===== src/logic/fpa_pkg.sv =====
// Constants, types and helpers of the front panel alarm and parameter UI.
// Assumes one 10 MHz clock, APB register access and a three digit display.
// Summary of operation
// (RL1) Lower two digits show alarm or parameter number
// (RL2) Current alarm screen blinks while alarm active
// (RL3) Six entry alarm history, newest first
// (RL4) Alarm occurrence forces the current alarm screen
// (RL5) Buttons still work; third decimal point blinks
// (RL6) Clear alarm by power cycle or SET
// (RL7) History erased only by history clear parameter
// (RL8) Enabled history clear erases at power-on, self-resets
// (RL9) Parameter id alternates group and number
// (RL10) MODE toggles fourth digit while editing
// (RL11) UP/DOWN step to adjacent parameter
// (RL12) Starred parameters apply only after power-on
// (RL13) Regenerative option applies after power cycle
// (RL14) Power failure time defaults to 200 ms
// (RL15) Contactor output selection defaults to 0001h
// (RL16) Contactor digit: 0 disabled, 1 enabled
// (RL17) Half-second divider drives blink and alternation
package fpa_pkg;
	// ==========================================
	// Timing
	localparam int CLK_HZ = 10_000_000;
	localparam int BLINK_MS = 500;
	localparam int BLINK_HALF_CYC = CLK_HZ / 1000 * BLINK_MS / 2;
	// ==========================================
	// Parameter set
	localparam int NPAR = 8;
	localparam int HDEPTH = 6;
	localparam int IDX_REGEN = 0;
	localparam int IDX_CONT = 1;
	localparam int IDX_HCLR = 3;
	localparam int IDX_PFT = 7;
	localparam logic [7:0] PWR_CYCLE_MASK = 8'h5F;
	localparam logic [15:0] RST_REGEN = 16'h0000;
	localparam logic [15:0] RST_CONT = 16'h0001;
	localparam logic [15:0] RST_DISP = 16'h0000;
	localparam logic [15:0] RST_HCLR = 16'h0000;
	localparam logic [15:0] RST_DEB = 16'h0002;
	localparam logic [15:0] RST_FS3 = 16'h0000;
	localparam logic [15:0] RST_FS5 = 16'h0001;
	localparam logic [15:0] RST_PFT = 16'h00C8;
	localparam logic [15:0] RST_VAL [NPAR] = '{RST_REGEN, RST_CONT, RST_DISP, RST_HCLR,
		RST_DEB, RST_FS3, RST_FS5, RST_PFT};
	// ==========================================
	// Register map and fields
	localparam logic [7:0] OFS_STATUS = 8'h20;
	localparam logic [7:0] OFS_HIST0 = 8'h24;
	localparam int FLD_ALARM = 0;
	localparam int FLD_PERR = 1;
	localparam int FLD_CODE = 8;
	localparam logic [7:0] ALM_PARAM_FAULT = 8'h37;
	localparam logic [7:0] PERR_NO_REGEN = 8'h01;
	// ==========================================
	// Buttons and display symbols
	localparam int B_MODE = 0;
	localparam int B_UP = 1;
	localparam int B_DOWN = 2;
	localparam int B_SET = 3;
	localparam logic [4:0] SYM_BLANK = 5'h10;
	localparam logic [4:0] SYM_P = 5'h11;
	localparam logic [4:0] SYM_A = 5'h12;
	localparam logic [4:0] SYM_E = 5'h13;
	localparam logic [4:0] SYM_DASH = 5'h14;
	typedef enum logic [2:0] {
		ST_ALARM_VIEW = 3'b001,
		ST_PARAM_SEL = 3'b010,
		ST_PARAM_EDIT = 3'b100
	} fpa_state_t;
	// ==========================================
	// Helpers
	function automatic logic fpa_regen_ok(input logic [15:0] v);
		fpa_regen_ok = (v[15:8] == 8'h00) && (v[7:0] == 8'h00 || v[7:0] == 8'h01 ||
			v[7:0] == 8'h02 || v[7:0] == 8'h13 || v[7:0] == 8'h14);
	endfunction
	function automatic logic [7:0] fpa_param_no(input logic [2:0] i);
		case (i)
			3'h0: fpa_param_no = 8'h01;
			3'h1: fpa_param_no = 8'h02;
			3'h2: fpa_param_no = 8'h08;
			3'h3: fpa_param_no = 8'h09;
			3'h4: fpa_param_no = 8'h12;
			3'h5: fpa_param_no = 8'h15;
			3'h6: fpa_param_no = 8'h17;
			default: fpa_param_no = 8'h18;
		endcase
	endfunction
	// Segment order gfedcba, lit high
	function automatic logic [6:0] fpa_seg(input logic [4:0] s);
		case (s)
			5'h00: fpa_seg = 7'h3F;
			5'h01: fpa_seg = 7'h06;
			5'h02: fpa_seg = 7'h5B;
			5'h03: fpa_seg = 7'h4F;
			5'h04: fpa_seg = 7'h66;
			5'h05: fpa_seg = 7'h6D;
			5'h06: fpa_seg = 7'h7D;
			5'h07: fpa_seg = 7'h07;
			5'h08: fpa_seg = 7'h7F;
			5'h09: fpa_seg = 7'h6F;
			5'h0A: fpa_seg = 7'h77;
			5'h0B: fpa_seg = 7'h7C;
			5'h0C: fpa_seg = 7'h39;
			5'h0D: fpa_seg = 7'h5E;
			5'h0E: fpa_seg = 7'h79;
			5'h0F: fpa_seg = 7'h71;
			5'h11: fpa_seg = 7'h73;
			5'h12: fpa_seg = 7'h77;
			5'h13: fpa_seg = 7'h79;
			5'h14: fpa_seg = 7'h40;
			default: fpa_seg = 7'h00;
		endcase
	endfunction
endpackage

===== src/logic/fpa_front_panel.sv =====
// Front panel controller: alarm screens, history and parameter editing.
// Assumes APB master on clk, buttons from pins, alarm inputs from clk logic.
`timescale 1ns/1ps
module fpa_front_panel #(
	parameter int BLINK_HALF = fpa_pkg::BLINK_HALF_CYC
) (
	// Clock and reset
	input wire logic clk,
	input wire logic resetn,
	// APB slave
	input wire logic psel,
	input wire logic penable,
	input wire logic pwrite,
	input wire logic [7:0] paddr,
	input wire logic [31:0] pwdata,
	output logic [31:0] prdata,
	output logic pready,
	output logic pslverr,
	// Pushbuttons, active high levels from pins
	input wire logic btnMode,
	input wire logic btnUp,
	input wire logic btnDown,
	input wire logic btnSet,
	// Alarm source and power cycle event
	input wire logic alarmEvent,
	input wire logic [7:0] alarmNumber,
	input wire logic alarmCauseGone,
	input wire logic alarmClearable,
	input wire logic powerCycle,
	// Display
	output logic [6:0] digitSeg2,
	output logic [6:0] digitSeg1,
	output logic [6:0] digitSeg0,
	output logic dpThird,
	// Active settings
	output logic alarmActive,
	output logic contactorEnable,
	output logic [7:0] regenOption,
	output logic [15:0] powerFailTime
);
	import fpa_pkg::*;

	localparam int BW = $clog2(BLINK_HALF);
	localparam logic [BW-1:0] BLINK_LAST = BW'(BLINK_HALF - 1);

	// Divider needs at least two states to toggle
	if (BLINK_HALF < 2) begin : g_bad_blink
		$error("BLINK_HALF must be at least 2");
	end

	logic [3:0] btnRaw;
	logic [3:0] sync1_q;
	logic [3:0] sync2_q;
	logic [3:0] prev_q;
	logic [3:0] press;
	logic [15:0] paramVal_q [NPAR];
	logic [15:0] activeVal_q [NPAR];
	logic [7:0] histNum_q [HDEPTH];
	logic [HDEPTH-1:0] histValid_q;
	logic [HDEPTH-1:0] histKeep;
	logic firstCycle_q;
	logic powerOnEv;
	logic histClr;
	logic badRegen;
	logic raise;
	logic [7:0] code;
	logic clearReq;
	logic curScreen;
	logic commit;
	logic alarmOn_q;
	logic paramErr_q;
	logic [7:0] curAlarm_q;
	fpa_state_t state_q;
	logic [2:0] screen_q;
	logic [2:0] histIdx;
	logic [2:0] paramIdx_q;
	logic [15:0] editVal_q;
	logic upperView_q;
	logic [BW-1:0] blinkCnt_q;
	logic blinkPhase_q;
	logic [4:0] sym2;
	logic [4:0] sym1;
	logic [4:0] sym0;
	logic [7:0] parNo;
	logic [6:0] seg2_q;
	logic [6:0] seg1_q;
	logic [6:0] seg0_q;
	logic dp_q;
	logic [5:0] word;
	logic access;
	logic apbWr;
	logic [31:0] rdData;
	logic rdErr;
	logic [31:0] prdata_q;
	logic pready_q;
	logic pslverr_q;

	// ==========================================
	// Button synchronisers and press detection
	assign btnRaw = {btnSet, btnDown, btnUp, btnMode};
	for (genvar i = 0; i < 4; i++) begin : g_btn
		// Edge taken from second stage only, first stage may be metastable
		always_ff @(posedge clk or negedge resetn)
		begin
			if (!resetn)
			begin
				sync1_q[i] <= 1'b0;
				sync2_q[i] <= 1'b0;
				prev_q[i] <= 1'b0;
			end
			else
			begin
				sync1_q[i] <= btnRaw[i];
				sync2_q[i] <= sync1_q[i];
				prev_q[i] <= sync2_q[i];
			end
		end
		assign press[i] = sync2_q[i] & ~prev_q[i];
	end

	// ==========================================
	// Power-on event: first cycle after reset, or a power cycle request
	always_ff @(posedge clk or negedge resetn)
	begin
		if (!resetn)
			firstCycle_q <= 1'b1;
		else
			firstCycle_q <= 1'b0;
	end
	assign powerOnEv = firstCycle_q | powerCycle;
	assign histClr = powerOnEv & paramVal_q[IDX_HCLR][0]; // [RL7] [RL8]
	assign badRegen = powerOnEv & ~fpa_regen_ok(paramVal_q[IDX_REGEN]);
	assign raise = alarmEvent | badRegen;
	assign code = alarmEvent ? alarmNumber : ALM_PARAM_FAULT;
	assign curScreen = (state_q == ST_ALARM_VIEW) && (screen_q == 3'h0);
	// Only a clearable alarm whose cause is gone may be cleared
	assign clearReq = alarmCauseGone & alarmClearable & (powerOnEv | (press[B_SET] & curScreen)); // [RL6]
	assign commit = (state_q == ST_PARAM_EDIT) & press[B_SET] & ~raise;

	// ==========================================
	// APB decode
	assign word = paddr[7:2];
	assign access = psel & penable & ~pready_q;
	// Write lands on the edge where the master sees pready
	assign apbWr = psel & penable & pready_q & pwrite & (word < 6'(NPAR));

	// Read mux; unmapped words answer with an error
	always_comb
	begin
		rdData = 32'h0000_0000;
		rdErr = 1'b0;
		histIdx = 3'(word - OFS_HIST0[7:2]);
		if (word < 6'(NPAR))
			rdData = {16'h0000, paramVal_q[word[2:0]]};
		else if (word == OFS_STATUS[7:2])
		begin
			rdData[FLD_ALARM] = alarmOn_q;
			rdData[FLD_PERR] = paramErr_q;
			rdData[FLD_CODE +: 8] = curAlarm_q;
		end
		else if (word >= OFS_HIST0[7:2] && word < OFS_HIST0[7:2] + 6'(HDEPTH))
			rdData = {23'h000000, histValid_q[histIdx], histNum_q[histIdx]};
		else
			rdErr = 1'b1;
	end

	// One wait state: answer registered in the first access cycle
	always_ff @(posedge clk or negedge resetn)
	begin
		if (!resetn)
		begin
			pready_q <= 1'b0;
			prdata_q <= 32'h0000_0000;
			pslverr_q <= 1'b0;
		end
		else
		begin
			pready_q <= access;
			if (access)
			begin
				prdata_q <= pwrite ? 32'h0000_0000 : rdData;
				pslverr_q <= rdErr;
			end
		end
	end

	// ==========================================
	// Stored parameters; bus write wins over a panel commit to the same slot
	always_ff @(posedge clk or negedge resetn)
	begin
		if (!resetn)
		begin
			for (int k = 0; k < NPAR; k++)
				paramVal_q[k] <= RST_VAL[k]; // [RL14] [RL15]
		end
		else
		begin
			if (histClr)
				paramVal_q[IDX_HCLR] <= 16'h0000; // [RL8]
			if (commit)
				paramVal_q[paramIdx_q] <= editVal_q;
			if (apbWr)
				paramVal_q[word[2:0]] <= pwdata[15:0];
		end
	end

	// Active copies; starred ones follow the store only at power-on
	always_ff @(posedge clk or negedge resetn)
	begin
		if (!resetn)
		begin
			for (int k = 0; k < NPAR; k++)
				activeVal_q[k] <= RST_VAL[k]; // [RL14] [RL15]
		end
		else
		begin
			for (int k = 0; k < NPAR; k++)
				if (powerOnEv || !PWR_CYCLE_MASK[k])
					activeVal_q[k] <= paramVal_q[k]; // [RL12] [RL13]
		end
	end

	// ==========================================
	// Current alarm; a new alarm wins over a clear in the same cycle
	always_ff @(posedge clk or negedge resetn)
	begin
		if (!resetn)
		begin
			alarmOn_q <= 1'b0;
			curAlarm_q <= 8'h00;
			paramErr_q <= 1'b0;
		end
		else
		begin
			if (raise)
			begin
				alarmOn_q <= 1'b1;
				curAlarm_q <= code;
			end
			else if (clearReq)
				alarmOn_q <= 1'b0; // [RL6]
			if (badRegen)
				paramErr_q <= 1'b1;
			else if (powerOnEv)
				paramErr_q <= 1'b0;
		end
	end

	// ==========================================
	// History shift register, newest in entry 0
	assign histKeep = histValid_q & ~{HDEPTH{histClr}};
	always_ff @(posedge clk or negedge resetn)
	begin
		if (!resetn)
		begin
			histValid_q <= '0;
			for (int k = 0; k < HDEPTH; k++)
				histNum_q[k] <= 8'h00;
		end
		else if (raise)
		begin
			histValid_q <= {histKeep[HDEPTH-2:0], 1'b1}; // [RL3]
			histNum_q[0] <= code;
			// Older entries are wiped too when the erase lands with the alarm
			for (int k = 1; k < HDEPTH; k++)
				histNum_q[k] <= histClr ? 8'h00 : histNum_q[k-1]; // [RL8]
		end
		else
		begin
			histValid_q <= histKeep; // [RL7]
			if (histClr)
				for (int k = 0; k < HDEPTH; k++)
					histNum_q[k] <= 8'h00; // [RL8]
		end
	end

	// ==========================================
	// Screen navigation
	always_ff @(posedge clk or negedge resetn)
	begin
		if (!resetn)
		begin
			state_q <= ST_ALARM_VIEW;
			screen_q <= 3'h0;
			paramIdx_q <= 3'h0;
			editVal_q <= 16'h0000;
			upperView_q <= 1'b0;
		end
		else if (raise)
		begin
			state_q <= ST_ALARM_VIEW; // [RL4]
			screen_q <= 3'h0;
		end
		else
		begin
			case (state_q)
				ST_ALARM_VIEW:
					if (press[B_MODE])
						state_q <= ST_PARAM_SEL; // [RL5]
					else if (press[B_UP])
						screen_q <= 3'(screen_q + 3'h1);
					else if (press[B_DOWN])
						screen_q <= 3'(screen_q - 3'h1);
				ST_PARAM_SEL:
					if (press[B_MODE])
						state_q <= ST_ALARM_VIEW;
					else if (press[B_UP])
						paramIdx_q <= 3'(paramIdx_q + 3'h1); // [RL11]
					else if (press[B_DOWN])
						paramIdx_q <= 3'(paramIdx_q - 3'h1); // [RL11]
					else if (press[B_SET])
					begin
						state_q <= ST_PARAM_EDIT;
						editVal_q <= paramVal_q[paramIdx_q];
						upperView_q <= 1'b0;
					end
				ST_PARAM_EDIT:
					if (press[B_MODE])
						upperView_q <= ~upperView_q; // [RL10]
					else if (press[B_UP])
						editVal_q <= 16'(editVal_q + 16'h0001);
					else if (press[B_DOWN])
						editVal_q <= 16'(editVal_q - 16'h0001);
					else if (press[B_SET])
						state_q <= ST_PARAM_SEL;
				default:
					state_q <= ST_ALARM_VIEW;
			endcase
		end
	end

	// ==========================================
	// Half-second divider shared by blinking and alternation
	always_ff @(posedge clk or negedge resetn)
	begin
		if (!resetn)
		begin
			blinkCnt_q <= '0;
			blinkPhase_q <= 1'b0;
		end
		else if (blinkCnt_q == BLINK_LAST)
		begin
			blinkCnt_q <= '0;
			blinkPhase_q <= ~blinkPhase_q; // [RL17]
		end
		else
			blinkCnt_q <= BW'(blinkCnt_q + 1'b1);
	end

	// ==========================================
	// Display symbol selection
	// Parameter number held in a net, a function result cannot be sliced
	assign parNo = fpa_param_no(paramIdx_q);
	always_comb
	begin
		sym2 = SYM_BLANK;
		sym1 = SYM_DASH;
		sym0 = SYM_DASH;
		case (state_q)
			ST_ALARM_VIEW:
				if (screen_q == 3'h0)
				begin
					sym2 = SYM_A;
					if (alarmOn_q)
					begin
						sym1 = {1'b0, curAlarm_q[7:4]}; // [RL1]
						sym0 = {1'b0, curAlarm_q[3:0]};
						if (blinkPhase_q)
						begin
							sym2 = SYM_BLANK; // [RL2]
							sym1 = SYM_BLANK;
							sym0 = SYM_BLANK;
						end
					end
				end
				else if (screen_q == 3'h7)
				begin
					sym2 = SYM_E;
					if (paramErr_q && !blinkPhase_q)
					begin
						sym1 = SYM_P; // [RL9]
						sym0 = SYM_A;
					end
					else if (paramErr_q)
					begin
						sym1 = {1'b0, PERR_NO_REGEN[7:4]}; // [RL1]
						sym0 = {1'b0, PERR_NO_REGEN[3:0]};
					end
				end
				else
				begin
					sym2 = {2'b00, screen_q};
					if (histValid_q[3'(screen_q - 3'h1)])
					begin
						sym1 = {1'b0, histNum_q[3'(screen_q - 3'h1)][7:4]}; // [RL3]
						sym0 = {1'b0, histNum_q[3'(screen_q - 3'h1)][3:0]};
					end
				end
			ST_PARAM_SEL:
				if (!blinkPhase_q)
				begin
					sym2 = SYM_P; // [RL9]
					sym1 = SYM_A;
					sym0 = SYM_BLANK;
				end
				else
				begin
					sym1 = {1'b0, parNo[7:4]};
					sym0 = {1'b0, parNo[3:0]};
				end
			ST_PARAM_EDIT:
				if (upperView_q)
				begin
					sym1 = SYM_BLANK; // [RL10]
					sym0 = {1'b0, editVal_q[15:12]};
				end
				else
				begin
					sym2 = {1'b0, editVal_q[11:8]};
					sym1 = {1'b0, editVal_q[7:4]};
					sym0 = {1'b0, editVal_q[3:0]};
				end
			default:
				sym2 = SYM_BLANK;
		endcase
	end

	// Segment registers; dot blinks while an alarm hides behind another screen
	always_ff @(posedge clk or negedge resetn)
	begin
		if (!resetn)
		begin
			seg2_q <= 7'h00;
			seg1_q <= 7'h00;
			seg0_q <= 7'h00;
			dp_q <= 1'b0;
		end
		else
		begin
			seg2_q <= fpa_seg(sym2);
			seg1_q <= fpa_seg(sym1);
			seg0_q <= fpa_seg(sym0);
			dp_q <= alarmOn_q & blinkPhase_q & ~curScreen; // [RL5]
		end
	end

	// ==========================================
	// Outputs, all straight from flip-flops
	assign prdata = prdata_q;
	assign pready = pready_q;
	assign pslverr = pslverr_q;
	assign digitSeg2 = seg2_q;
	assign digitSeg1 = seg1_q;
	assign digitSeg0 = seg0_q;
	assign dpThird = dp_q;
	assign alarmActive = alarmOn_q;
	assign contactorEnable = activeVal_q[IDX_CONT][0]; // [RL16]
	assign regenOption = activeVal_q[IDX_REGEN][7:0]; // [RL13]
	assign powerFailTime = activeVal_q[IDX_PFT]; // [RL14]

	// ==========================================
	// Assertions
	alarm_num_a: assert property (@(posedge clk) disable iff (!resetn)
		alarmEvent |=> alarmOn_q && curAlarm_q == $past(alarmNumber)) // [RL1]
		else $error("current alarm number not captured");
	alarm_blink_a: assert property (@(posedge clk) disable iff (!resetn)
		curScreen && alarmOn_q && blinkPhase_q |=> seg0_q == 7'h00 && seg2_q == 7'h00) // [RL2]
		else $error("current alarm screen not blanked in blink phase");
	hist_push_a: assert property (@(posedge clk) disable iff (!resetn)
		raise |=> histNum_q[0] == $past(code) && histValid_q[0]
		&& histNum_q[1] == ($past(histClr) ? 8'h00 : $past(histNum_q[0]))) // [RL3]
		else $error("history did not shift on new alarm");
	alarm_jump_a: assert property (@(posedge clk) disable iff (!resetn)
		raise |=> state_q == ST_ALARM_VIEW && screen_q == 3'h0 ##1 seg2_q == fpa_seg(SYM_A) || $past(blinkPhase_q)) // [RL4]
		else $error("alarm did not force current alarm screen");
	dp_blink_a: assert property (@(posedge clk) disable iff (!resetn)
		!alarmOn_q [*2] |-> !dp_q) // [RL5]
		else $error("third dot lit without alarm");
	set_clear_a: assert property (@(posedge clk) disable iff (!resetn)
		press[B_SET] && curScreen && alarmCauseGone && alarmClearable && !raise |=> !alarmOn_q) // [RL6]
		else $error("SET on current alarm screen did not clear");
	hist_erase_a: assert property (@(posedge clk) disable iff (!resetn)
		$fell(histValid_q[HDEPTH-1]) && !$past(raise) |-> $past(histClr)) // [RL7]
		else $error("history lost without history clear");
	hist_auto_a: assert property (@(posedge clk) disable iff (!resetn)
		histClr && !raise && !apbWr |=> histValid_q == '0 && paramVal_q[IDX_HCLR] == 16'h0000) // [RL8]
		else $error("history clear not applied or not self-reset");
	param_alt_a: assert property (@(posedge clk) disable iff (!resetn)
		state_q == ST_PARAM_SEL && !blinkPhase_q |=> seg2_q == fpa_seg(SYM_P) && seg1_q == fpa_seg(SYM_A)) // [RL9]
		else $error("parameter group not shown in first phase");
	upper_view_a: assert property (@(posedge clk) disable iff (!resetn)
		state_q == ST_PARAM_EDIT && press[B_MODE] && !raise |=> upperView_q != $past(upperView_q)) // [RL10]
		else $error("MODE did not toggle fourth digit view");
	param_step_a: assert property (@(posedge clk) disable iff (!resetn)
		state_q == ST_PARAM_SEL && press[B_UP] && !press[B_MODE] && !raise
		|=> paramIdx_q == 3'($past(paramIdx_q) + 3'h1)) // [RL11]
		else $error("UP did not step parameter");
	regen_hold_a: assert property (@(posedge clk) disable iff (!resetn)
		!powerOnEv |=> activeVal_q[IDX_REGEN] == $past(activeVal_q[IDX_REGEN])) // [RL12] [RL13]
		else $error("starred parameter changed without power-on");
	blink_div_a: assert property (@(posedge clk) disable iff (!resetn)
		blinkPhase_q != $past(blinkPhase_q) |-> $past(blinkCnt_q) == BLINK_LAST) // [RL17]
		else $error("blink phase toggled off period");
endmodule // fpa_front_panel


===== config.mk =====
export PLATFORM = sky130hd
export DESIGN_NAME = fpa_front_panel
export DESIGN_NICKNAME = d
export VERILOG_FILES = /design/src/logic/fpa_pkg.sv /design/src/logic/fpa_front_panel.sv
export SDC_FILE = /design/constraint.sdc
export NUM_CORES = 1
export LEC_CHECK = 0
export BUFFER_PORTS_ARGS = -buffer_cell sky130_fd_sc_hd__buf_2
export CORE_UTILIZATION = 55
export DETAILED_ROUTE_END_ITERATION = 8
export PLACE_DENSITY = 0.74
export SYNTH_ARGS = -nofsm -noshare
export SYNTH_HDL_FRONTEND = slang
export SYNTH_SLANG_ARGS = --single-unit

===== constraint.sdc =====
create_clock -name clk -period 3.27 [get_ports clk]
set_input_delay 0.654 -clock clk [delete_from_list [all_inputs] [get_ports clk]]
set_output_delay 0.654 -clock clk [all_outputs]
set_load 0.02 [all_outputs]

# [After elaboration in Yosys (flattened, before gate mapping)]
# Memories as Yosys holds them, arrays and structs flattened. A register that Yosys moved wholly into a read port is not among the register bits.
# Cells that the tools add are included.
[totals] regBits=314 rom_bits=672 elab_cells=276 memories=3
[memory_table] name="(no name shown)" words=32 word_bits=7 rd=1 rd_ports_with_merged_regs=1 write_ports=0 line="fpa_pkg.sv:91" rtl="case (s)"
[memory_table] name="(no name shown)" words=32 word_bits=7 rd=1 rd_ports_with_merged_regs=1 write_ports=0 line="fpa_pkg.sv:91"
[memory_table] name="(no name shown)" words=32 word_bits=7 rd=1 rd_ports_with_merged_regs=1 write_ports=0 line="fpa_pkg.sv:91"
[op_classes] n_addsub=8 order_cmp=11 eq_ne=32 muxes=109 bitwise=38 reduce_logical=30
[ops] operator="128-bit bitwise mux" n=2
[ops] operator="128-bit two-way mux" n=2
[ops] operator="16-bit two-way mux" n=15
[ops] operator="5-bit two-way mux" n=20
[ops] operator="16-bit binary-select mux with 3-bit select" n=2
[ops] operator="16-bit demux with 3-bit select" n=2
[ops] operator="48-bit two-way mux" n=2
[ops] operator="8-bit two-way mux" n=11
[ops] operator="32-bit two-way mux" n=2
[ops] operator="3-bit two-way mux" n=17
[ops] operator="8-bit binary-select mux with 3-bit select" n=2
[ops] operator="5-bit case mux with 3 select lines" n=3
[ops] operator="5-bit case mux with 7 select lines" n=1
[ops] operator="16-bit case mux with 2 select lines" n=1
[ops] operator="22-bit by 1-bit adder with 22-bit output, second input constant" n=1
[ops] operator="22-bit == test, second input constant" n=1
[ops] operator="22-bit two-way mux" n=1
[ops] operator="1-bit AND" n=18
[ops] operator="3-bit != test, second input constant" n=6
[ops] operator="16-bit by 1-bit adder with 16-bit output, second input constant" n=1
[ops] operator="8-bit by 5-bit == test with 1-bit output, second input constant" n=2
[ops] operator="4-bit greater-or-equal comparator, second input constant" n=4
[ops] operator="8-bit logical NOT" n=2
[ops] operator="3-bit inverter with 4-bit output" n=4
[ops] operator="other kinds (38)" n=106

# [Longest topological paths before layout]
# Gate-level depths: netlist (run 1).
[depth] word_depth=14 mapped_depth=16 depth_no_buf=13

# [Worst setup path after synthesis (run 1)]
# Ideal clock, no wire load.
[synth_timing] path_kind="reg2reg" from="register screen_q[0]" to="register seg1_q[6] (netlist: digitSeg1[6])" setup_time_ps=94 arrival_time_ps=3468 required_time_ps=3176 setup_slack_ps=-292 stages_incl_launch_ff=16 n_path_buf=4 path_cell_list="dfrtp_1 buf_6 buf_4 inv_1 ha_1 buf_2 buf_1 mux4_2 a22oi_1 o221ai_1 a21oi_1 inv_1 ha_1 o21ai_0 a21bo_1 a211oi_1"
[synth_between] elab_chain_cells=9
[synth_rtl] item="start, declared" line="fpa_front_panel.sv:74" rtl="logic [2:0] screen_q;"
[synth_rtl] item="start signal, assigned" line="fpa_front_panel.sv:301" rtl="screen_q <= 3'(screen_q + 3'h1);"
[synth_rtl] item="start signal, assigned" line="fpa_front_panel.sv:303" rtl="screen_q <= 3'(screen_q - 3'h1);"
[synth_rtl] item="3-bit by 1-bit subtractor with 3-bit output" line="fpa_front_panel.sv:393, fpa_front_panel.sv:395"
[synth_rtl] item="3-bit inverter with 4-bit output (not written as such)" line="fpa_front_panel.sv:395" rtl="sym1 = {1'b0, histNum_q[3'(screen_q - 3'h1)][7:4]};"
[synth_rtl] item="8-bit binary-select mux with 3-bit select" line="fpa_front_panel.sv:395"
[synth_rtl] item="8-bit two-way mux (2 in series)"
[synth_rtl] item="5-bit two-way mux" line="fpa_front_panel.sv:393" rtl="if (histValid_q[3'(screen_q - 3'h1)])"
[synth_rtl] item="5-bit two-way mux" line="fpa_front_panel.sv:376" rtl="else if (screen_q == 3'h7)"
[synth_rtl] item="5-bit two-way mux *" line="fpa_front_panel.sv:361" rtl="if (screen_q == 3'h0)"
[synth_rtl] item="5-bit case mux with 3 select lines *" line="fpa_front_panel.sv:359" rtl="case (state_q)"
[synth_rtl] item="end, declared" line="fpa_front_panel.sv:86" rtl="logic [6:0] seg1_q;"
# Mark *: on every way between the ends. The rest lies on a longest branch, timed or not. The select of a mux whose other input is x is not followed.
# A chain may end at the register's enable or synchronous reset.

# [Worst setup path in the final report (run 1)]
[layout_timing] from="register sync2_q[1]" to="register editVal_q[13]"
[layout_between] elab_chain_cells=4
[layout_rtl] item="start, declared" line="fpa_front_panel.sv:53" rtl="logic [3:0] sync2_q;"
[layout_rtl] item="start signal, assigned by index" line="fpa_front_panel.sv:114" rtl="sync2_q[i] <= sync1_q[i];"
[layout_rtl] item="1-bit AND *" line="fpa_front_panel.sv:118" rtl="assign press[i] = sync2_q[i] & ~prev_q[i];"
[layout_rtl] item="16-bit two-way mux" line="fpa_front_panel.sv:320" rtl="else if (press[B_UP])"
[layout_rtl] item="16-bit two-way mux" line="fpa_front_panel.sv:318" rtl="if (press[B_MODE])"
[layout_rtl] item="16-bit case mux with 2 select lines" line="fpa_front_panel.sv:296" rtl="case (state_q)"
[layout_rtl] item="end signal, assigned" line="fpa_front_panel.sv:314" rtl="editVal_q <= paramVal_q[paramIdx_q];"
[layout_rtl] item="end signal, assigned" line="fpa_front_panel.sv:321" rtl="editVal_q <= 16'(editVal_q + 16'h0001);"
[layout_rtl] item="end signal, assigned" line="fpa_front_panel.sv:323" rtl="editVal_q <= 16'(editVal_q - 16'h0001);"
[layout_rtl] item="end, declared" line="fpa_front_panel.sv:77" rtl="logic [15:0] editVal_q;"
# Marks and branches as above.

==> results of run 1 <==
[final cells by class]
type	count	area, um^2
timing repair buffer	202	1430
clock inverter	10	131
fill	2710	12200
inverter	36	140
clock buffer	54	1070
tap	448	561
multi-input combinational	1433	10200
sequential	319	8000
[power groups by stage]
stage / Clock [mW] / Combinational [mW] / Sequential (mW)
2_1_floorplan: 0 / 1.36 / 4.61
3_3_place_gp: 0 / 2.13 / 4.48
3_5_place_dp: 0 / 2.17 / 4.49
4_1_cts: 4.19 / 2.18 / 4.42
5_1_grt: 4.33 / 2.40 / 4.46
6_report: 4.14 / 2.20 / 4.43
[flip-flops by register name, indices dropped and copies added, names as in the netlist, 3 cells and up]
register       count
blinkCnt_q        22
editVal_q         16
sync1_q            4
histValid_q        6
curAlarm_q         8
state_q            3
prdata            16
paramIdx_q         3
powerFailTime     16
regenOption        8
screen_q           3
digitSeg2          7
digitSeg0          7
digitSeg1          7
paramVal_q       128
prev_q             4
sync2_q            4
histNum_q         48
[critical path: stages, from the launching register on]
cell                       delay [ns]
sky130_fd_sc_hd__dfrtp_1         0.35
sky130_fd_sc_hd__nor2b_1         0.20
sky130_fd_sc_hd__inv_1           0.30
sky130_fd_sc_hd__ha_1            0.46
sky130_fd_sc_hd__o21ai_0         0.19
sky130_fd_sc_hd__o41ai_1         0.48
sky130_fd_sc_hd__a31oi_1         0.13
sky130_fd_sc_hd__a211oi_1        0.35
sky130_fd_sc_hd__a21oi_1         0.14
sky130_fd_sc_hd__xor2_1          0.17
sky130_fd_sc_hd__o311ai_1        0.23
[layer usage]
| metal | up-vias | part of all wire, % |
|---|---|---|
| met5 | - | 0.048 |
| met4 | 4 | 3.7 |
| met3 | 122 | 8.0 |
| met2 | 723 | 48 |
| met1 | 7757 | 40 |
| li1 | 7061 | - |
[cell families after synthesis]
family | Yosys count | share of synthesized area, %
flip-flops | 319 | 42.0
XOR/XNOR | 39 | 1.83
multiplexers | 234 | 17.8
buffers and inverters | 210 | 5.04
AO/OA/AOI/OAI | 467 | 15.0
other | 1 | 0.0197
AND/OR/NAND/NOR | 624 | 14.8
adder cells (fa/ha/maj) | 52 | 3.46
[path summary, 6_finish.rpt]
kind	from	to	depth (start not counted)
max in group asynchronous	resetn	powerFailTime[6]$_DFF_PN1_	2
setup reg to reg	sync2_q[1]$_DFF_PN0_	editVal_q[13]$_DFFE_PN0P_	10
hold reg to reg	sync1_q[3]$_DFF_PN0_	sync2_q[3]$_DFF_PN0_	0
min in group clk	btnDown	sync1_q[2]$_DFF_PN0_	1
setup / recovery	sync2_q[1]$_DFF_PN0_	editVal_q[13]$_DFFE_PN0P_	10
hold / removal	resetn	blinkCnt_q[12]$_DFF_PN0_	1
[synth_stat cells (all sizes together), types with 8 or more instances]
library cell and instances:
a211oi 10, clkbuf 114, nand2 330, o21ai 116, nor2b 9, o221ai 8
a22o 21, nor4 13, xnor2 24, xor2 15, dfstp 12, mux2i 146
a22oi 14, ha 51, a31oi 12, nand2b 9, nand3 34, nor3 22
and3 11, a221oi 8, inv 35, nor2 155, buf 60, a21oi 211
mux4 82, dfrtp 307, o22ai 8
[placed cells by master, fill, tap and decap left out, types with 10 or more instances in the layout]
master	instances
sky130_fd_sc_hd__nor2_1	151
sky130_fd_sc_hd__a21oi_1	208
sky130_fd_sc_hd__inv_1	32
sky130_fd_sc_hd__nor3_1	19
sky130_fd_sc_hd__conb_1	17
sky130_fd_sc_hd__a22o_1	21
sky130_fd_sc_hd__mux4_2	80
sky130_fd_sc_hd__xnor2_1	23
sky130_fd_sc_hd__xor2_1	15
sky130_fd_sc_hd__a31oi_1	11
sky130_fd_sc_hd__buf_4	81
sky130_fd_sc_hd__mux2i_1	146
sky130_fd_sc_hd__o21ai_1	53
sky130_fd_sc_hd__dfrtp_1	305
sky130_fd_sc_hd__clkbuf_16	37
sky130_fd_sc_hd__a22oi_1	14
sky130_fd_sc_hd__nand2_1	330
sky130_fd_sc_hd__dfstp_2	12
sky130_fd_sc_hd__o21ai_0	62
sky130_fd_sc_hd__buf_12	14
sky130_fd_sc_hd__buf_2	106
sky130_fd_sc_hd__and3_1	11
sky130_fd_sc_hd__ha_1	49
sky130_fd_sc_hd__a211oi_1	10
sky130_fd_sc_hd__nand3_1	34
[per-stage QoR]
stage | cells | power (mW)
floorplan | 1962 | 5.97
global placement | 2438 | 6.61
detailed placement | 2438 | 6.67
CTS | 2502 | 10.8
global route | 2502 | 11.2
finish | 2502 | 10.8
[what timing repair did]
action                     in CTS  in global routing
setup endpoints to repair       0                  9
gates resized for setup         0                  3
hold buffers                    0                  0
==> tab_implementation.tex, run 1 <==
\begin{tabular}{lr}
\hline
Metric & Value \\
\hline
\multicolumn{2}{l}{\textbf{Global route}} \\
\quad Via count of the first global-routing pass & 15332 \\
\quad Total GRT Usage & 31.1\% \\
\quad Met1 track utilization from global routing & 42.5\% \\
\quad First-pass GRT wire length & 86400 um \\
\quad Number of antenna violations at the first check in global routing & 2 \\
\quad Busiest grt layer & met2 \\
\quad Largest net degree at the start of global routing & 75 \\
\quad Routing usage on met3 & 4.38\% \\
\quad Remaining global-route overflow & 0 \\
\quad Met2 Use GR & approximately 50\% \\
\multicolumn{2}{l}{\textbf{Place}} \\
\quad Port bufs & between 100 and 150 \\
\quad Area after DPL & approximately 20000 um\^{}2 \\
\quad GPL Wtd Cong & around 0.97 \\
\quad Minimum setup slack after placement & about 0.085 ns \\
\quad Hpwl dp & 36800 um \\
\multicolumn{2}{l}{\textbf{Critical path}} \\
\quad Crit start category & flop \\
\quad Capturing element type of the critical path & flop \\
\quad Critical Setup Path Class & flop to flop \\
\quad Reg-to-reg slack, setup & between 0.15 and 0.2 ns \\
\quad Max Fanout on Critical Path & 14 \\
\quad Worst Path Required & 3.68 ns \\
\quad WP data arrival & between 3 and 4 ns \\
\multicolumn{2}{l}{\textbf{Hold path}} \\
\quad Worst hold path class & input pin to async pin \\
\multicolumn{2}{l}{\textbf{Detailed routing}} \\
\quad Starting DRT DRC Count & 1462 \\
\quad Detail-routed net length per standard cell & 21.6 um \\
\quad Number of vias after detailed routing & 15667 \\
\quad DRT Pass-1 Iters & 6 \\
\quad Antenna-violating nets left & 0 \\
\quad Final routed wirelength across all metal layers & 54000 um \\
\quad DR vias/cell & 6.26 \\
\quad Count of unresolved DRC violations after routing & 0 \\
\multicolumn{2}{l}{\textbf{Yosys}} \\
\quad Post-synthesis instance area & roughly 19000 um\^{}2 \\
\quad Mean Syn Cell Area & between 9 and 10 um\^{}2 \\
\quad Number of distinct library cell variants in the gate-level netlist after synthesis & 98 \\
\quad Async S/R FF share, synth & between 90\% and 100\% \\
\quad Cells taking the most area after synthesis & sky130\_fd\_sc\_hd\_\_dfrtp\_1 40\%, sky130\_fd\_sc\_hd\_\_mux4\_2 9.3\%, sky130\_fd\_sc\_hd\_\_mux2i\_1 7.7\%, sky130\_fd\_sc\_hd\_\_nand2\_1 6.5\%, sky130\_fd\_sc\_hd\_\_a21oi\_1 5.5\% \\
\quad Synth Register Bits & 319 \\
\quad Number of enable flip-flop cells after synthesis & 0 \\
\quad Fraction of synthesized cell area taken by the top area cell type & 40.4\% \\
\quad Top FF cell, synth & sky130\_fd\_sc\_hd\_\_dfrtp\_1 \\
\quad Number of warning messages in the yosys log & 0 \\
\quad Synthesized instance count & 1946 \\
\quad Sequential-to-total area share from yosys stat & 42.0\% \\
\quad Synth area leader & sky130\_fd\_sc\_hd\_\_dfrtp\_1 \\
\multicolumn{2}{l}{\textbf{Die}} \\
\quad Chip width & 188 um \\
\quad Number of placement rows & 67 \\
\quad Area of the core & 33800 um\^{}2 \\
\quad Die Outline Area & 35400 um\^{}2 \\
\quad Starting density of the core & 56.3\% \\
\quad Top Ports & $\sim$140 \\
\quad Height of the die & 188 um \\
\multicolumn{2}{l}{\textbf{Timing}} \\
\quad Setup WS post-layout & $\sim$0.18 ns \\
\quad Final hold viol count & 0 \\
\quad Final sum of negative setup slack & 0 ns \\
\quad Worst Hold Slack & 0.140 ns \\
\quad Count of final max-slew check failures & 0 \\
\quad Transition at the pin with the smallest max-transition slack & 1.17 ns \\
\quad Final Critical Period & 3.09 ns \\
\quad Post-Route Skew & 0.0301 ns \\
\quad Unrepaired setup endpoints after global routing & yes \\
\quad Highest attainable clock frequency & $\sim$320 MHz \\
\quad Share of the clock period used by the worst path & a little over nine tenths \\
\quad Number of endpoints failing setup at the final stage & 0 \\
\quad Worst slew slack as a fraction of its limit & between 20\% and 30\% \\
\multicolumn{2}{l}{\textbf{Layout}} \\
\quad Post-route core utilization & 63.8\% \\
\quad Number of nets at the end of the flow & 2141 \\
\quad Post-route standard cell area excluding fillers & 21500 um\^{}2 \\
\quad Post-synthesis to final-layout area growth & 13.2\% \\
\quad Number of antenna cells inserted & 0 \\
\quad Fraction of final layout cells with drive strength greater than 1 & 19.4\% \\
\multicolumn{2}{l}{\textbf{Power and ir drop}} \\
\quad Internal Power & 7.62 mW \\
\quad Worst voltage drop across the vdd grid & about 0.54 mV \\
\quad NetSw & around 3.1 mW \\
\quad Flop pwr share & 41.2\% \\
\quad Static leakage power & 9.39 nW \\
\quad Relative contribution of combinational cells to total power & 20.4\% \\
\quad Switching share of total power & between 20\% and 30\% \\
\quad Clk network pwr share & approximately two fifths \\
\quad Total power divided by cell area & 500 nW/um\^{}2 \\
\multicolumn{2}{l}{\textbf{CTS}} \\
\quad Post-CTS setup buffer count & 0 \\
\quad \# clock sinks & 319 \\
\quad TritonCTS clock tree & yes \\
\quad Clock transition at the register clock pins on the worst setup and hold paths after CTS & 0.06 ns \\
\quad Maximum buffer depth of the clock tree & 3 \\
\quad Number of buffers created by CTS & 36 \\
\quad Clock latency of the later-clocked register in the worst-skew pair & between 0.5 and 0.6 ns \\
\quad Number of levels the H-tree was split into & 2 \\
\quad CTS Root Buffer Type & sky130\_fd\_sc\_hd\_\_clkbuf\_16 \\
\multicolumn{2}{l}{\textbf{Run status}} \\
\quad Result of the run & finished, final reports clean \\
\multicolumn{2}{l}{\textbf{Job}} \\
\quad \# Max-Cap Violations & 0 \\
\hline
\end{tabular}
No activity file was read; power rests on OpenSTA's default activity.
==> run 2: changes to the inputs <==
Settings changed: ABC_AREA from default to 1, CORE_UTILIZATION 55 to 56, PLACE_DENSITY 0.74 to 0.75.
==> tab_implementation.tex, run 2 <==
\begin{tabular}{lr}
\hline
Metric & Value \\
\hline
\multicolumn{2}{l}{\textbf{Detailed routing}} \\
\quad DR vias/cell & 6.07 \\
\quad DRT Pass-1 Iters & 6 \\
\quad Final routed wirelength across all metal layers & between 60000 and 70000 um \\
\quad Starting DRT DRC Count & roughly 2800 \\
\quad Number of vias after detailed routing & roughly 21000 \\
\quad Count of unresolved DRC violations after routing & 0 \\
\quad Amount of wire on met3 after detailed routing & 8240 um \\
\quad Length of routed wiring on met1 & 27500 um \\
\quad Met2 wire length & 29600 um \\
\quad Top Metal Used & met5 \\
\quad Antenna-violating nets left & 0 \\
\quad Detail-routed net length per standard cell & 20.0 um \\
\multicolumn{2}{l}{\textbf{Layout}} \\
\quad Number of antenna cells inserted & 0 \\
\quad Post-synthesis to final-layout area growth & 12.4\% \\
\quad Post-route core utilization & 63.9\% \\
\quad Top flop regs & paramVal\_q x128, histNum\_q x48, blinkCnt\_q x22 \\
\quad Number of nets at the end of the flow & approximately 3000 \\
\quad Most frequent standard cell in the layout excluding fill and tap cells & sky130\_fd\_sc\_hd\_\_nand2\_1 \\
\quad Number of fill cells & 3113 \\
\quad Most frequent cells in the layout & 768 x sky130\_fd\_sc\_hd\_\_nand2\_1, 383 x sky130\_fd\_sc\_hd\_\_o21ai\_0, 343 x sky130\_fd\_sc\_hd\_\_inv\_1, 306 x sky130\_fd\_sc\_hd\_\_dfrtp\_1, 193 x sky130\_fd\_sc\_hd\_\_nand3\_1 \\
\quad Combined flip-flop and latch cell area & 8000 um\^{}2 \\
\quad Fraction of final layout cells with drive strength greater than 1 & 10.4\% \\
\quad Area of combinational cells with multiple inputs & 10100 um\^{}2 \\
\quad Max reg flops & about 130 \\
\quad Largest register by flop count & paramVal\_q \\
\multicolumn{2}{l}{\textbf{Die}} \\
\quad Starting density of the core & between 50\% and 60\% \\
\quad Area of the core & 35500 um\^{}2 \\
\quad Chip width & around 190 um \\
\quad Height of the die & 192 um \\
\quad Die Outline Area & between 30000 and 40000 um\^{}2 \\
\quad Top Ports & 143 \\
\quad Number of placement rows & 69 \\
\multicolumn{2}{l}{\textbf{Job}} \\
\quad \# Max-Cap Violations & 0 \\
\multicolumn{2}{l}{\textbf{Run status}} \\
\quad Result of the run & finished, final reports clean \\
\multicolumn{2}{l}{\textbf{Yosys}} \\
\quad Post-synthesis instance area & roughly 20000 um\^{}2 \\
\quad Async S/R FF share, synth & 100\% \\
\quad Count leader, synth & sky130\_fd\_sc\_hd\_\_nand2\_1 \\
\quad Number of enable flip-flop cells after synthesis & 0 \\
\quad Fraction of the mapped netlist area in compound gates & 21.9\% \\
\quad Cells taking the most area after synthesis & sky130\_fd\_sc\_hd\_\_dfrtp\_1 38\%, sky130\_fd\_sc\_hd\_\_nand2\_1 14\%, sky130\_fd\_sc\_hd\_\_o21ai\_0 9.5\%, sky130\_fd\_sc\_hd\_\_inv\_1 6.4\%, sky130\_fd\_sc\_hd\_\_nand3\_1 4.8\% \\
\quad Share of synthesized cell area in and, or, nand and nor gates & 23.6\% \\
\quad Mean Syn Cell Area & $\sim$7.0 um\^{}2 \\
\quad Synth area leader & sky130\_fd\_sc\_hd\_\_dfrtp\_1 \\
\quad Largest family of logic cells by synthesized area & simple AND/OR/NAND/NOR gates \\
\quad Number of distinct library cell variants in the gate-level netlist after synthesis & 56 \\
\quad Number of warning messages in the yosys log & 0 \\
\quad Sequential-to-total area share from yosys stat & approximately 40\% \\
\quad Synth Register Bits & between 300 and 400 \\
\quad Xor/xnor share of the synthesized area & 0.651\% \\
\quad Synthesized instance count & approximately 2900 \\
\quad List of most frequent post-synthesis cells & 769 x sky130\_fd\_sc\_hd\_\_nand2\_1, 383 x sky130\_fd\_sc\_hd\_\_o21ai\_0, 345 x sky130\_fd\_sc\_hd\_\_inv\_1 \\
\quad Share of synthesized area spent on multiplexers & 0\% \\
\quad Fraction of synthesized cell area taken by the top area cell type & 38.1\% \\
\quad Top FF cell, synth & sky130\_fd\_sc\_hd\_\_dfrtp\_1 \\
\quad Adder-cell area share of the yosys netlist & 3.26\% \\
\multicolumn{2}{l}{\textbf{Critical path}} \\
\quad Capturing element type of the critical path & flop \\
\quad Critical Setup Path Class & flop to flop \\
\quad Max Fanout on Critical Path & 10 \\
\quad WP data arrival & 3.44 ns \\
\quad Crit start category & flop \\
\quad Worst Path Required & 3.72 ns \\
\multicolumn{2}{l}{\textbf{CTS}} \\
\quad CTS Root Buffer Type & sky130\_fd\_sc\_hd\_\_clkbuf\_16 \\
\quad Hold-fix buffers, CTS & 0 \\
\quad Post-CTS setup buffer count & 0 \\
\quad Number of levels the H-tree was split into & 2 \\
\quad TritonCTS clock tree & yes \\
\quad Clock transition at the register clock pins on the worst setup and hold paths after CTS & 0.06 ns \\
\quad Number of resized instances in the post-cts repair step & 0 \\
\quad Clock latency of the later-clocked register in the worst-skew pair & 0.58 ns \\
\quad Number of buffers created by CTS & 39 \\
\quad Maximum buffer depth of the clock tree & 3 \\
\quad \# clock sinks & 319 \\
\multicolumn{2}{l}{\textbf{Timing}} \\
\quad Transition at the pin with the smallest max-transition slack & between 0.9 and 1 ns \\
\quad Final hold viol count & 0 \\
\quad Unrepaired setup endpoints after global routing & no \\
\quad Count of final max-slew check failures & 0 \\
\quad Share of the clock period used by the worst path & just over 90\% \\
\quad Highest attainable clock frequency & between 300 and 400 MHz \\
\quad Final sum of negative setup slack & 0 ns \\
\quad Post-Route Skew & 0.0151 ns \\
\quad Worst slew slack as a fraction of its limit & approximately a third \\
\quad Final Critical Period & 2.99 ns \\
\quad Number of endpoints failing setup at the final stage & 0 \\
\multicolumn{2}{l}{\textbf{Power and ir drop}} \\
\quad Total power divided by cell area & 461 nW/um\^{}2 \\
\quad Worst voltage drop across the vdd grid & about 0.62 mV \\
\quad Static leakage power & 11.2 nW \\
\quad Total power after layout & 10.5 mW \\
\multicolumn{2}{l}{\textbf{Hold path}} \\
\quad Worst hold path class & input pin to async pin \\
\multicolumn{2}{l}{\textbf{Global route}} \\
\quad Total GRT Usage & a little under two fifths \\
\quad Remaining global-route overflow & 0 \\
\quad Number of antenna violations at the first check in global routing & 1 \\
\quad Largest net degree at the start of global routing & 90 \\
\quad First-pass GRT wire length & 106000 um \\
\quad Via count of the first global-routing pass & $\sim$19000 \\
\multicolumn{2}{l}{\textbf{Place}} \\
\quad Port bufs & roughly 110 \\
\quad GPL Wtd Cong & 0.997 \\
\quad Hpwl dp & $\sim$47000 um \\
\hline
\end{tabular}
## run 2: where the power goes
part / switching (mW) / internal, mW
Combinational: 0.965 / 0.431
Sequential: 0.140 / 4.17
Clock: 1.78 / 2.97
## run 2: critical path: stages (launching register included)
cell and delay, ns:
sky130_fd_sc_hd__dfrtp_1 0.37, sky130_fd_sc_hd__inv_1 0.12, sky130_fd_sc_hd__ha_1 0.35, sky130_fd_sc_hd__inv_2 0.13, sky130_fd_sc_hd__nor2_4 0.28, sky130_fd_sc_hd__nand2_1 0.11, sky130_fd_sc_hd__nand2_2 0.15, sky130_fd_sc_hd__nand2_1 0.09
sky130_fd_sc_hd__nand2_1 0.07, sky130_fd_sc_hd__nand2_1 0.07, sky130_fd_sc_hd__o21ai_0 0.19, sky130_fd_sc_hd__nand2_1 0.10, sky130_fd_sc_hd__nand2_1 0.14, sky130_fd_sc_hd__inv_1 0.12, sky130_fd_sc_hd__ha_1 0.23, sky130_fd_sc_hd__a21oi_1 0.15
sky130_fd_sc_hd__nand2_1 0.07, sky130_fd_sc_hd__nand2_1 0.07, sky130_fd_sc_hd__nand2_1 0.05
## run 2: per-layer routing
metal  vias up  track usage [%]
met5         -                0
met4         2             17.8
met3       252             9.78
met2      1335             56.7
met1      9690             50.2
li1       9606                -
## run 2: final timing paths
| check | startpoint | endpoint | slack, ns | cells after the start |
|---|---|---|---|---|
| max in group asynchronous | resetn | paramVal_q[49]$_DFF_PN1_ | 2.21 | 2 |
| hold / removal | resetn | blinkCnt_q[17]$_DFF_PN0_ | 0.07 | 1 |
| setup / recovery | screen_q[0]$_DFFE_PN0P_ | digitSeg0[4]$_DFF_PN0_ | 0.28 | 18 |
| hold reg to reg | sync1_q[3]$_DFF_PN0_ | sync2_q[3]$_DFF_PN0_ | 0.35 | 0 |
| min in group clk | btnUp | sync1_q[1]$_DFF_PN0_ | 0.18 | 1 |
| setup reg to reg | screen_q[0]$_DFFE_PN0P_ | digitSeg0[4]$_DFF_PN0_ | 0.28 | 18 |
## run 2: area by class of cell
class,count,share of cell area (%)
multi-input cells,2026,44.3
flip-flops and latches,319,35.3
inverters,378,6.27
clock buffers,59,5.40
repair buffers,185,5.33
well taps,461,2.54
clock inverters,11,0.817
## run 2: cell families after synthesis
| logic type | Yosys count |
|---|---|
| xor gates and xnor gates | 15 |
| buffers and inverters | 548 |
| AOI/OAI and AO/OA | 790 |
| adders and majority gates | 52 |
| DFF | 319 |
| other | 1 |
| and+or+nand+nor | 1152 |
## run 2: per-stage QoR
| step | instance area [um^2] | std cells | setup slack, ns | hold slack (ns) |
|---|---|---|---|---|
| 4_1_cts | 22700 | 3439 | 0.212 | 0.123 |
| 5_1_grt | 22700 | 3439 | 0.0132 | 0.120 |
| 3_3_place_gp | 21200 | 3369 | 0.276 | 0.336 |
| 6_report | 22700 | 3439 | 0.276 | 0.0698 |
| 3_5_place_dp | 21200 | 3369 | 0.220 | 0.340 |
| 2_1_floorplan | 20200 | 2893 | 0.279 | 0.331 |
